$ cat config.mk
export PLATFORM = sky130hd
export DESIGN_NAME = drive_setpoint_fault_supervisor
export DESIGN_NICKNAME = d
export VERILOG_FILES = /design/src/supervisor_pkg.sv /design/src/drive_setpoint_fault_supervisor.sv
export SDC_FILE = /design/constraint.sdc
export NUM_CORES = 2
export LEC_CHECK = 0
export ABC_AREA = 0
export BUFFER_PORTS_ARGS = -buffer_cell sky130_fd_sc_hd__buf_4
export CAP_MARGIN = 10
export CORE_UTILIZATION = 50
export CTS_BUF_LIST = sky130_fd_sc_hd__clkbuf_8
export CTS_CLUSTER_SIZE = 40
export DETAILED_ROUTE_END_ITERATION = 16
export GPL_ROUTABILITY_DRIVEN = 0
export HOLD_SLACK_MARGIN = 0.1
export PLACE_DENSITY = 0.74
export SYNTH_ARGS = -nofsm -noshare
export SYNTH_HDL_FRONTEND = slang
export SYNTH_SLANG_ARGS = --single-unit
$ cat constraint.sdc
create_clock -name pclk -period 20.8 [get_ports pclk]
set_clock_uncertainty 0.1 [all_clocks]
set_input_delay 3.12 -clock pclk [delete_from_list [all_inputs] [get_ports pclk]]
set_output_delay 3.12 -clock pclk [all_outputs]
set_load 0.01 [all_outputs]
$ cat src/supervisor_pkg.sv
// constants and types for the drive set point and fault supervisor
// assumes a single 250 MHz system clock shared by all users of this package
package supervisor_pkg;
   // clock and time figures, each in its own unit; cycle counts derived
   localparam longint CLK_HZ = 250_000_000;
   localparam longint RESTART_WAIT_S = 240;
   localparam longint RESTART_WAIT_CYC = RESTART_WAIT_S * CLK_HZ;
   localparam longint COOL_S = 180;
   localparam longint COOL_CYC = COOL_S * CLK_HZ;
   localparam longint ATTEMPT_MS = 1000;
   localparam longint ATTEMPT_CYC = ATTEMPT_MS * CLK_HZ / 1000;
   localparam longint FLASH_MS = 1000;
   localparam longint FLASH_CYC = FLASH_MS * CLK_HZ / 1000;
   localparam longint PID_TICK_US = 1000;
   localparam longint PID_TICK_CYC = PID_TICK_US * CLK_HZ / 1_000_000;
   // one ramp time unit (0.1 s) spread over the full 16-bit reference scale
   localparam longint RAMP_UNIT_MS = 100;
   localparam logic [15:0] RAMP_UNIT_CYC = 16'(RAMP_UNIT_MS * CLK_HZ / 1000 / 65536);
   localparam int TIMER_W = 36;
   localparam int CNT_W = 32;

   // register byte offsets
   localparam logic [7:0] ADDR_CTRL = 8'h00;
   localparam logic [7:0] ADDR_KEYPAD_SP = 8'h04;
   localparam logic [7:0] ADDR_RAMP_TIME = 8'h08;
   localparam logic [7:0] ADDR_GAINS = 8'h0c;
   localparam logic [7:0] ADDR_CMD = 8'h10;
   localparam logic [7:0] ADDR_STATUS = 8'h14;
   localparam logic [7:0] ADDR_LOOP = 8'h18;

   // control register layout and reset value
   localparam int CTRL_W = 6;
   localparam int CTRL_CLOSED_LOOP = 0;
   localparam int CTRL_SRC_LSB = 1;
   localparam int CTRL_FB_CURRENT = 3;
   localparam int CTRL_LOOP_LOSS_FAULT = 4;
   localparam int CTRL_EXT_TRIP_CLOSED = 5;
   localparam logic [5:0] CTRL_RESET = 6'h10;
   localparam logic [1:0] SRC_NONE = 2'h0;
   localparam logic [1:0] SRC_VOLTAGE = 2'h1;
   localparam logic [1:0] SRC_CURRENT = 2'h2;
   localparam logic [15:0] RAMP_TIME_RESET = 16'h012c;
   localparam logic [23:0] GAINS_RESET = 24'h000010;
   localparam int CMD_FAULT_RESET = 0;
   localparam int CMD_FACTORY_RESET = 1;
   localparam int STAT_LOCKOUT = 4;
   localparam int STAT_COOLING = 5;
   localparam int STAT_FACTORY = 6;
   localparam int STAT_ANALOG = 7;
   localparam int PID_SHIFT = 4;

   // synchronised pin bit positions
   localparam int SYNC_W = 13;
   localparam int PS_SELECT = 0;
   localparam int PS_EXT_CLOSED = 1;
   localparam int PS_OVERCURRENT = 2;
   localparam int PS_UNDERVOLT = 3;
   localparam int PS_OVERVOLT = 4;
   localparam int PS_LOOP_LOW = 5;
   localparam int PS_SAG = 6;
   localparam int PS_BRAKE = 7;
   localparam int PS_OVERLOAD = 8;
   localparam int PS_ENTER = 9;
   localparam int PS_LOW_FREQ = 10;
   localparam int PS_SW_MISMATCH = 11;
   localparam int PS_LANGUAGE = 12;

   typedef enum logic [3:0] {
      F_NONE, F_OVERCURRENT, F_UNDERVOLT, F_OVERVOLT, F_OVERLOAD, F_SAG,
      F_CONTROL, F_LANGUAGE, F_EXTERNAL, F_BRAKE, F_LOOP_LOSS
   } fault_t;
   typedef enum logic [1:0] {RS_IDLE, RS_WAIT, RS_ATTEMPT, RS_LOCKOUT} restart_t;
   typedef enum logic [1:0] {D_SETPOINT, D_LOAD, D_FEEDBACK} disp_t;
endpackage

$ cat src/drive_setpoint_fault_supervisor.sv
// set point selection, set point ramp, closed-loop regulator, display select and fault supervision
// assumes contacts close to the circuit_common_terminal, comparator pins are asynchronous,
// analog values, load and nv restore come from logic on pclk
// Operation
// - select contact closed uses programmed analog input, otherwise keypad reference
// - analog input also assigned as feedback never serves as set point, except source code 3 with current loop feedback
// - reference to regulator ramps toward new set point, both directions
// - ramp time zero applies new set point at once
// - integral term keeps moving speed command while error persists
// - differential term uses change of error, not error itself
// - closed loop: status shows frequency; right field shows set point, load or feedback
// - enter key advances right field cyclically
// - set point and feedback views flash label before value
// - supply sag and control board faults never restart automatically
// - overcurrent below 1.5 Hz: one restart after four minutes
// - failed low-frequency restart enters lockout, cleared only by manual reset
// - overload fault reset refused until three-minute cooling elapsed
// - overload fault and its delay survive power loss
// - output current above 200% trips overcurrent
// - bus below 60% trips undervoltage
// - bus above 120% trips overvoltage
// - current loop below 2 mA with loss action fault trips
// - external contact trips open or closed per its configuration
// - missing display language raises language fault
// - braking resistor overload raises brake fault
//
// Added by the designer: the register offsets and the APB interface to the registers.
module drive_setpoint_fault_supervisor #(
   parameter logic [supervisor_pkg::TIMER_W-1:0] RESTART_WAIT_CYCLES =
      supervisor_pkg::TIMER_W'(supervisor_pkg::RESTART_WAIT_CYC),
   parameter logic [supervisor_pkg::TIMER_W-1:0] COOL_CYCLES = supervisor_pkg::TIMER_W'(supervisor_pkg::COOL_CYC),
   parameter logic [supervisor_pkg::TIMER_W-1:0] ATTEMPT_CYCLES =
      supervisor_pkg::TIMER_W'(supervisor_pkg::ATTEMPT_CYC),
   parameter logic [supervisor_pkg::CNT_W-1:0] FLASH_CYCLES = supervisor_pkg::CNT_W'(supervisor_pkg::FLASH_CYC),
   parameter logic [supervisor_pkg::CNT_W-1:0] PID_TICK_CYCLES = supervisor_pkg::CNT_W'(supervisor_pkg::PID_TICK_CYC)
) (
   input wire logic pclk,
   input wire logic presetn,
   input wire logic [7:0] paddr,
   input wire logic psel,
   input wire logic penable,
   input wire logic pwrite,
   input wire logic [31:0] pwdata,
   output logic [31:0] prdata,
   output logic pready,
   output logic pslverr,
   input wire logic setpoint_select_contact_n,
   input wire logic external_fault_contact_n,
   input wire logic overcurrent_detect,
   input wire logic bus_undervoltage_detect,
   input wire logic bus_overvoltage_detect,
   input wire logic current_loop_below_2ma,
   input wire logic control_supply_sag_detect,
   input wire logic brake_resistor_overload,
   input wire logic overload_detect,
   input wire logic enter_key,
   input wire logic output_below_1p5hz,
   input wire logic software_version_mismatch,
   input wire logic language_missing,
   input wire logic [15:0] voltage_analog_input,
   input wire logic [15:0] current_loop_input,
   input wire logic [15:0] output_frequency,
   input wire logic [15:0] load_percent,
   input wire logic nv_overload_restore,
   output logic [15:0] speed_command,
   output logic [15:0] setpoint_reference,
   output logic drive_stop,
   output supervisor_pkg::fault_t fault_code,
   output logic restart_lockout_state,
   output logic overload_persist,
   output logic status_shows_frequency,
   output supervisor_pkg::disp_t right_field_select,
   output logic label_flash,
   output logic [15:0] right_field_value
);
   import supervisor_pkg::*;

   typedef struct packed {
      logic [SYNC_W-1:0] sync1;
      logic [SYNC_W-1:0] sync2;
      logic enter_prev;
      logic pready;
      logic pslverr;
      logic [31:0] prdata;
      logic [CTRL_W-1:0] ctrl;
      logic [15:0] keypad_sp;
      logic [15:0] ramp_time;
      logic [23:0] gains;
      logic factory_done;
      logic analog_used;
      logic [15:0] target;
      logic [15:0] ref_val;
      logic [CNT_W-1:0] ramp_cnt;
      logic [CNT_W-1:0] pid_cnt;
      logic signed [16:0] err_prev;
      logic signed [31:0] integ;
      logic [15:0] speed_cmd;
      fault_t fault;
      restart_t rs;
      logic [TIMER_W-1:0] rs_cnt;
      logic cooling;
      logic [TIMER_W-1:0] cool_cnt;
      logic nv_pending;
      disp_t disp;
      logic flash;
      logic [CNT_W-1:0] flash_cnt;
      logic status_freq;
      logic [15:0] right_val;
   } state_t;

   state_t q;
   state_t d;
   logic [SYNC_W-1:0] pins;
   logic access_done;
   logic fault_reset_req;
   logic enter_rise;

   // fixed trip priority when several causes arrive together
   function automatic fault_t first_fault(input logic [SYNC_W-1:0] s, input logic [CTRL_W-1:0] c);
      fault_t f;
      f = F_NONE;
      if (s[PS_BRAKE]) f = F_BRAKE;
      if (s[PS_LANGUAGE]) f = F_LANGUAGE;
      if (s[PS_LOOP_LOW] && c[CTRL_LOOP_LOSS_FAULT]) f = F_LOOP_LOSS;
      if (s[PS_EXT_CLOSED] == c[CTRL_EXT_TRIP_CLOSED]) f = F_EXTERNAL;
      if (s[PS_SW_MISMATCH]) f = F_CONTROL;
      if (s[PS_OVERLOAD]) f = F_OVERLOAD;
      if (s[PS_SAG]) f = F_SAG;
      if (s[PS_OVERVOLT]) f = F_OVERVOLT;
      if (s[PS_UNDERVOLT]) f = F_UNDERVOLT;
      if (s[PS_OVERCURRENT]) f = F_OVERCURRENT;
      return f;
   endfunction

   // analog source may serve only when it is not the feedback input, except source code 3, which takes the current loop input even as feedback
   function automatic logic src_usable(input logic [CTRL_W-1:0] c);
      logic [1:0] src;
      src = c[CTRL_SRC_LSB +: 2];
      return (src == SRC_VOLTAGE && !c[CTRL_FB_CURRENT]) || (src == SRC_CURRENT && c[CTRL_FB_CURRENT]) ? 1'b0 :
         (src != SRC_NONE);
   endfunction

   // contacts are closed when pulled to common, hence the inversions
   assign pins = {language_missing, software_version_mismatch, output_below_1p5hz, enter_key, overload_detect,
      brake_resistor_overload, control_supply_sag_detect, current_loop_below_2ma, bus_overvoltage_detect,
      bus_undervoltage_detect, overcurrent_detect, ~external_fault_contact_n, ~setpoint_select_contact_n};
   assign access_done = psel && penable && q.pready;
   assign fault_reset_req = access_done && pwrite && paddr == ADDR_CMD && pwdata[CMD_FAULT_RESET];
   assign enter_rise = q.sync2[PS_ENTER] && !q.enter_prev;

   // next-state logic for the whole block
   always_comb begin
      logic [15:0] fb;
      logic signed [16:0] err;
      logic signed [33:0] sum;
      fault_t cause;
      logic reset_ok;
      fb = 16'h0;
      err = 17'sh0;
      sum = 34'sh0;
      cause = F_NONE;
      reset_ok = 1'b0;
      d = q;
      d.sync1 = pins;
      d.sync2 = q.sync1;
      d.enter_prev = q.sync2[PS_ENTER];

      // apb: one wait cycle, then pready for the cycle where the transfer completes
      d.pready = 1'b0;
      d.pslverr = 1'b0;
      if (psel && penable && !q.pready) begin
         d.pready = 1'b1;
         d.prdata = 32'h0;
         case (paddr)
            ADDR_CTRL: d.prdata = 32'(q.ctrl);
            ADDR_KEYPAD_SP: d.prdata = 32'(q.keypad_sp);
            ADDR_RAMP_TIME: d.prdata = 32'(q.ramp_time);
            ADDR_GAINS: d.prdata = 32'(q.gains);
            ADDR_CMD: d.prdata = 32'h0;
            ADDR_STATUS: d.prdata = {22'h0, q.rs, q.analog_used, q.factory_done, q.cooling,
               q.rs == RS_LOCKOUT, q.fault};
            ADDR_LOOP: d.prdata = {q.speed_cmd, q.ref_val};
            default: d.pslverr = 1'b1;
         endcase
      end
      if (access_done && pwrite) begin
         case (paddr)
            ADDR_CTRL: d.ctrl = pwdata[CTRL_W-1:0];
            ADDR_KEYPAD_SP: d.keypad_sp = pwdata[15:0];
            ADDR_RAMP_TIME: d.ramp_time = pwdata[15:0];
            ADDR_GAINS: d.gains = pwdata[23:0];
            ADDR_CMD: if (pwdata[CMD_FACTORY_RESET]) d.factory_done = 1'b1;
            default: d.ctrl = q.ctrl;
         endcase
      end

      // set point source: analog only with the select contact closed
      d.analog_used = q.sync2[PS_SELECT] && src_usable(q.ctrl);
      d.target = q.keypad_sp;
      if (q.sync2[PS_SELECT] && src_usable(q.ctrl)) begin
         d.target = q.ctrl[CTRL_SRC_LSB +: 2] == SRC_VOLTAGE ? voltage_analog_input : current_loop_input;
      end

      // ramp one lsb per step; step period scales with the ramp time setting
      if (q.ramp_time == 16'h0) begin
         d.ref_val = q.target;
         d.ramp_cnt = '0;
      end else if (q.ramp_cnt >= CNT_W'(q.ramp_time) * CNT_W'(RAMP_UNIT_CYC)) begin
         d.ramp_cnt = '0;
         if (q.ref_val < q.target) d.ref_val = q.ref_val + 16'h1;
         else if (q.ref_val > q.target) d.ref_val = q.ref_val - 16'h1;
      end else begin
         d.ramp_cnt = q.ramp_cnt + 1'b1;
      end

      // regulator sampled on a slow tick; integral clamped to avoid wrap
      fb = q.ctrl[CTRL_FB_CURRENT] ? current_loop_input : voltage_analog_input;
      err = $signed({1'b0, q.ref_val}) - $signed({1'b0, fb});
      d.pid_cnt = q.pid_cnt + 1'b1;
      if (q.pid_cnt >= PID_TICK_CYCLES - 1'b1) begin
         d.pid_cnt = '0;
         d.err_prev = err;
         sum = 34'(q.integ) + 34'(err) * 34'($signed({1'b0, q.gains[15:8]}));
         if (sum > 34'sh7fffffff) sum = 34'sh7fffffff;
         if (sum < -34'sh80000000) sum = -34'sh80000000;
         d.integ = 32'(sum);
         sum = 34'(err) * 34'($signed({1'b0, q.gains[7:0]})) + 34'(q.integ)
            + (34'(err) - 34'(q.err_prev)) * 34'($signed({1'b0, q.gains[23:16]}));
         sum = sum >>> PID_SHIFT;
         d.speed_cmd = sum < 0 ? 16'h0 : (sum > 34'sh0ffff ? 16'hffff : sum[15:0]);
      end

      // fault reset permission: overload waits for cooling, control needs factory reset
      reset_ok = !(q.fault == F_OVERLOAD && q.cooling)
         && !(q.fault == F_CONTROL && !q.factory_done);
      if (q.cooling) begin
         d.cool_cnt = q.cool_cnt + 1'b1;
         if (q.cool_cnt >= COOL_CYCLES - 1'b1) d.cooling = 1'b0;
      end
      if (fault_reset_req && reset_ok) begin
         if (q.fault == F_CONTROL) d.factory_done = 1'b0;
         d.fault = F_NONE;
         d.rs = RS_IDLE;
      end

      // automatic restart only on low-frequency overcurrent; sag and control stay latched
      case (q.rs)
         RS_IDLE: d.rs_cnt = '0;
         RS_WAIT: begin
            d.rs_cnt = q.rs_cnt + 1'b1;
            if (q.rs_cnt >= RESTART_WAIT_CYCLES - 1'b1 && q.fault == F_OVERCURRENT) begin
               d.fault = F_NONE;
               d.rs = RS_ATTEMPT;
               d.rs_cnt = '0;
            end
         end
         RS_ATTEMPT: begin
            d.rs_cnt = q.rs_cnt + 1'b1;
            if (q.rs_cnt >= ATTEMPT_CYCLES - 1'b1) d.rs = RS_IDLE;
         end
         RS_LOCKOUT: d.rs_cnt = '0;
         default: d.rs = RS_IDLE;
      endcase

      // latch the first trip; a cause present with a reset wins over it
      cause = first_fault(q.sync2, q.ctrl);
      if (cause != F_NONE && (q.fault == F_NONE || d.fault == F_NONE)) begin
         d.fault = cause;
         if (cause == F_OVERLOAD) begin
            d.cooling = 1'b1;
            d.cool_cnt = '0;
         end
         if (cause == F_OVERCURRENT && q.rs == RS_ATTEMPT) d.rs = RS_LOCKOUT;
         else if (cause == F_OVERCURRENT && q.sync2[PS_LOW_FREQ] && q.rs == RS_IDLE) d.rs = RS_WAIT;
         else if (q.rs != RS_LOCKOUT) d.rs = RS_IDLE;
      end

      // stored overload restarts its full delay after power returns
      d.nv_pending = 1'b0;
      if (q.nv_pending && nv_overload_restore) begin
         d.fault = F_OVERLOAD;
         d.cooling = 1'b1;
         d.cool_cnt = '0;
      end

      // display: frequency in status, cyclic right field, label flash first
      d.status_freq = q.ctrl[CTRL_CLOSED_LOOP];
      if (q.ctrl[CTRL_CLOSED_LOOP] && enter_rise) begin
         case (q.disp)
            D_SETPOINT: d.disp = D_LOAD;
            D_LOAD: d.disp = D_FEEDBACK;
            default: d.disp = D_SETPOINT;
         endcase
         d.flash = q.disp != D_SETPOINT;
         d.flash_cnt = '0;
      end else if (q.flash) begin
         d.flash_cnt = q.flash_cnt + 1'b1;
         if (q.flash_cnt >= FLASH_CYCLES - 1'b1) d.flash = 1'b0;
      end
      case (q.disp)
         D_SETPOINT: d.right_val = q.ref_val;
         D_LOAD: d.right_val = load_percent;
         default: d.right_val = fb;
      endcase
      if (q.flash) d.right_val = 16'h0;
   end

   // state register
   always_ff @(posedge pclk or negedge presetn) begin
      if (!presetn) begin
         q <= '0;
         q.ctrl <= CTRL_RESET;
         q.ramp_time <= RAMP_TIME_RESET;
         q.gains <= GAINS_RESET;
         q.fault <= F_NONE;
         q.rs <= RS_IDLE;
         q.disp <= D_SETPOINT;
         q.nv_pending <= 1'b1;
         q.sync1[PS_EXT_CLOSED] <= 1'b1; // idle closed contact, so no false external trip after reset
         q.sync2[PS_EXT_CLOSED] <= 1'b1;
      end else begin
         q <= d;
      end
   end

   // outputs straight from state
   assign prdata = q.prdata;
   assign pready = q.pready;
   assign pslverr = q.pslverr;
   assign speed_command = q.speed_cmd;
   assign setpoint_reference = q.ref_val;
   assign drive_stop = q.fault != F_NONE;
   assign fault_code = q.fault;
   assign restart_lockout_state = q.rs == RS_LOCKOUT;
   assign overload_persist = q.fault == F_OVERLOAD;
   assign status_shows_frequency = q.status_freq;
   assign right_field_select = q.disp;
   assign label_flash = q.flash;
   assign right_field_value = q.right_val;
endmodule

==> summary.txt <==
Status
  – Run status: complete, no violations

Worst setup path
  – Kind of end point of the critical path: flop
  – Most Frequent Cell on Critical Path: sky130_fd_sc_hd__fa_1
  – Cell with the biggest individual delay on the critical path: sky130_fd_sc_hd__fa_1
  – Data arrival, critical path: 14.70 ns
  – Crit-path max cell delay: between 0.8 and 0.9 ns
  – Critical Setup Path Class: in -> reg
  – Data required time at the worst endpoint: 21.32 ns
  – Launching element type of the critical path: input pin
  – Critical path fanouts, max: 18

Clocking
  – # resized after CTS: 0
  – Clock Sink Count: ~420
  – Number of buffers inserted by post-CTS setup repair: 0
  – Hold-fix buffers, CTS: 0
  – Number of H-tree branching levels: 3
  – CTS Root Buffer Type: sky130_fd_sc_hd__clkbuf_8
  – Clock tree from TritonCTS: built
  – CTS max path bufs: 3
  – Number of buffers added by the clock tree synthesis step: 79
  – Worst-Skew Late Latency: 0.74 ns
  – Clock-pin transition on the worst setup and hold timing paths: 0.06 ns

Synth
  – Post-synthesis sequential area ratio: 0.243
  – Area share of fa/ha/maj cells after synthesis: 0.341
  – Dominant combinational cell family by area after synthesis: adder cells
  – Post-synthesis instance area: 43100 sq um
  – Mux cell area share after synthesis: 0.0312
  – Post-synthesis share of cell area spent on xor and xnor gates: 0.0480
  – Share of async-settable or async-resettable flops after synthesis: 1.00
  – Fraction of post-synthesis cell area in the top cell type by area: 0.243
  – Top_reg_cell synth: sky130_fd_sc_hd__dfrtp_1
  – Cells after synthesis: 4586
  – Most numerous cell types in the synthesized netlist: sky130_fd_sc_hd__inv_1 (724), sky130_fd_sc_hd__fa_1 (522), sky130_fd_sc_hd__nand2_1 (472), sky130_fd_sc_hd__dfrtp_1 (409), sky130_fd_sc_hd__ha_1 (336)
  – Number of synthesized register bits: between 400 and 500
  – Synth Area in Compound Gates: 0.0966
  – Leading cell type by number of instances after synthesis: sky130_fd_sc_hd__inv_1
  – Synthesis Warnings: 0
  – Synthesized area per cell: 9.39 sq um
  – Cell accounting for the most synthesized area: sky130_fd_sc_hd__fa_1
  – Number of distinct library cell variants in the gate-level netlist after synthesis: 82
  – Synth area leaders: sky130_fd_sc_hd__fa_1 (24%), sky130_fd_sc_hd__dfrtp_1 (24%), sky130_fd_sc_hd__ha_1 (9.8%)
  – EDFF count, synth: 0
  – Simple-gate share of the synthesized area: 0.147

Global route
  – Grt ovf: 0
  – Layer with the highest usage after global routing: met2
  – Number of global-route vias before repair: 32900
  – Aggregate global-route resource usage: 0.252
  – Global Route met2 Usage: 0.419
  – Initial antenna violation count: 2
  – First-pass GRT wire length: about 170000 microns
  – Met3 capacity usage during global routing: 0.0455
  – Maximum number of pins on one net before global-route repair: between 90 and 100
  – GR met1 Demand/Resource: 0.325

Final layout
  – Share of final-layout standard cells stronger than drive strength 1: 0.103
  – Fin nets: between 5000 and 6000
  – Signed area change from the synthesized netlist to the final layout: 8.92%
  – Post-route non-filler standard cell count: slightly below 6000

Placed design
  – Estimated wirelength of the detail-placed design: 82200 microns
  – Total of buffers placed on input and output ports: 191
  – Number of placed cells counting well taps: 5741

Floorplanning
  – Number of core rows: between 100 and 150
  – Die Height: 296 microns
  – Floorplan die width: 296 microns
  – Core Area: roughly 85000 sq um
  – Initial Util: 0.505
  – Number of top-level pins: 216
  – Full die area: 87300 sq um

Route
  – DRT iter0 DRCs: between 2000 and 2500
  – Number of vias in the routed layout: 32200
  – DRC: 0
  – Via/cell ratio: ~5.5
  – Number of detailed-routing iterations run before antenna repair: 6
  – Drt wl/cell: approximately 18 microns
  – Routed Wire Length: 106000 microns
  – Antenna-violating nets left: 0

Pwr
  – Static leakage: 23.8 nW
  – Worst ir drop on vdd: 0.0571 mV
  – Overall power of the completed layout: between 3 and 4 mW
  – Power per cell area: 68.8 nW/um^2

STA
  – Worst slew margin relative to its limit: 0.228
  – Min Clock Period, post-route: 14.18 ns
  – Final hold violation count: 0
  – Unrepaired setup endpoints after global routing: false
  – TNS Setup: 0 ns
  – Timing-limited maximum frequency: 70.5 MHz
  – Period utilisation layout: 0.682
  – Final setup violation count: 0
  – Actual transition at the worst max-transition pin: 1.15 ns
  – Max-slew violations: 0

Flow run
  – Maximum Capacitance Violations: 0

Worst hold path
  – Path type of the worst min-delay path: reg -> reg
area by class of cell:
type	count	area, sq um
Inverter	725	2720
Sequential cell	418	10500
Clock inverter	50	440
Antenna cell	2	5.00
Timing Repair Buffer	235	1770
Fill cell	7450	38400
Multi-Input combinational cell	3219	28700
Tap cell	1144	1430
Clock buffer	97	1340
metal layers:
metal  vias to the layer above  share of wire
li1                      14900              -
met1                     16000           0.42
met2                      1044           0.47
met3                       263          0.071
met4                         2          0.042
met5                         -       0.000066
layout by cell type, fill, tap and decap left out, types with 10 or more instances in the layout:
| cell | netlist | routed |
|---|---|---|
| sky130_fd_sc_hd__o21ai_0 | 169 | 169 |
| sky130_fd_sc_hd__nand2_1 | 472 | 472 |
| sky130_fd_sc_hd__buf_4 | 86 | 234 |
| sky130_fd_sc_hd__conb_1 | 1 | 21 |
| sky130_fd_sc_hd__ha_1 | 336 | 336 |
| sky130_fd_sc_hd__clkinv_2 | 0 | 17 |
| sky130_fd_sc_hd__a22oi_1 | 24 | 24 |
| sky130_fd_sc_hd__o22ai_1 | 10 | 10 |
| sky130_fd_sc_hd__o211ai_1 | 15 | 15 |
| sky130_fd_sc_hd__o31ai_1 | 14 | 13 |
| sky130_fd_sc_hd__mux2_2 | 75 | 75 |
| sky130_fd_sc_hd__dfrtp_1 | 409 | 409 |
| sky130_fd_sc_hd__a21oi_1 | 167 | 166 |
| sky130_fd_sc_hd__and2_1 | 199 | 199 |
| sky130_fd_sc_hd__a31oi_1 | 18 | 17 |
| sky130_fd_sc_hd__or3_1 | 27 | 27 |
| sky130_fd_sc_hd__a211oi_1 | 46 | 46 |
| sky130_fd_sc_hd__nand4_1 | 46 | 46 |
| sky130_fd_sc_hd__nor2_1 | 283 | 281 |
| sky130_fd_sc_hd__and3_1 | 42 | 42 |
| sky130_fd_sc_hd__o221a_1 | 10 | 10 |
| sky130_fd_sc_hd__o21a_1 | 16 | 16 |
| sky130_fd_sc_hd__xnor2_1 | 120 | 119 |
| sky130_fd_sc_hd__nor2b_1 | 46 | 45 |
| sky130_fd_sc_hd__inv_1 | 724 | 745 |
| sky130_fd_sc_hd__o21bai_1 | 12 | 12 |
| sky130_fd_sc_hd__or4_1 | 10 | 10 |
| sky130_fd_sc_hd__a21o_1 | 53 | 53 |
| sky130_fd_sc_hd__nor4_1 | 12 | 12 |
| sky130_fd_sc_hd__nor3_1 | 44 | 44 |
| sky130_fd_sc_hd__nand3_1 | 83 | 83 |
| sky130_fd_sc_hd__xor2_1 | 116 | 116 |
| sky130_fd_sc_hd__fa_1 | 522 | 522 |
| sky130_fd_sc_hd__clkbuf_8 | 0 | 97 |
| sky130_fd_sc_hd__mux2i_1 | 50 | 50 |
| sky130_fd_sc_hd__nand2b_1 | 27 | 27 |
critical path: cells and delay by family:
kind                     cells  cell delay [ns]
AO/OA/AOI/OAI               15             3.85
XOR/XNOR                     1             0.15
adder cells (fa/ha/maj)     10             4.72
buffers and inverters        7             0.75
multiplexers                 1             0.16
AND/OR/NAND/NOR              6             1.88
final timing paths:
kind                                       start                      endpoint  slack [ns]  cells after the start
min reg2reg                     d[397]$_DFF_PN0_              q[397]$_DFF_PN0_        0.25                      0
min                             d[397]$_DFF_PN0_              q[397]$_DFF_PN0_        0.25                      0
max                        current_loop_input[0]  speed_command[1]$_DFFE_PN0N_        6.62                     40
max reg2reg                   q[354]$_DFFE_PN0P_  speed_command[1]$_DFFE_PN0N_        7.85                     37
min in group asynchronous                presetn              q[116]$_DFF_PN0_        2.31                      1
max in group asynchronous                presetn            q[316]$_DFFE_PN0P_       15.05                      4
registers in the layout, indices dropped and copies added (netlist names):
register	cells
prdata	32
pslverr	1
label_flash	1
right_field_value	16
status_shows_frequency	1
pready	1
speed_command	16
setpoint_reference	16
fault_code	4
right_field_select	2
q	313
d	15
power by group:
part	internal (mW)	switching (mW)
Combinational	0.502	0.828
Clock	0.515	0.392
Sequential	0.889	0.100
per-stage QoR:
step | setup WS, ns | hold slack, ns | utilization | cell area, sq um
after global placement | 6.24 | 0.235 | 0.529 | 45100
after global routing | 5.99 | 0.251 | 0.550 | 46900
after detailed placement | 6.09 | 0.236 | 0.529 | 45100
after floorplan | 7.46 | 0.231 | - | 43100
final | 6.62 | 0.247 | 0.550 | 46900
after CTS | 6.79 | 0.249 | 0.550 | 46900
cell families (layout without fill, tap and decap cells):
kind of cell	after synthesis	after routing
DFF	418	418
xor gates and xnor gates	236	236
and+or+nand+nor	1329	1329
muxes	125	125
other	1	23
buffers and inverters	969	1107
adders and majority gates	862	862
AOI/OAI and AO/OA	646	646
No activity file was read; power rests on OpenSTA's default activity.
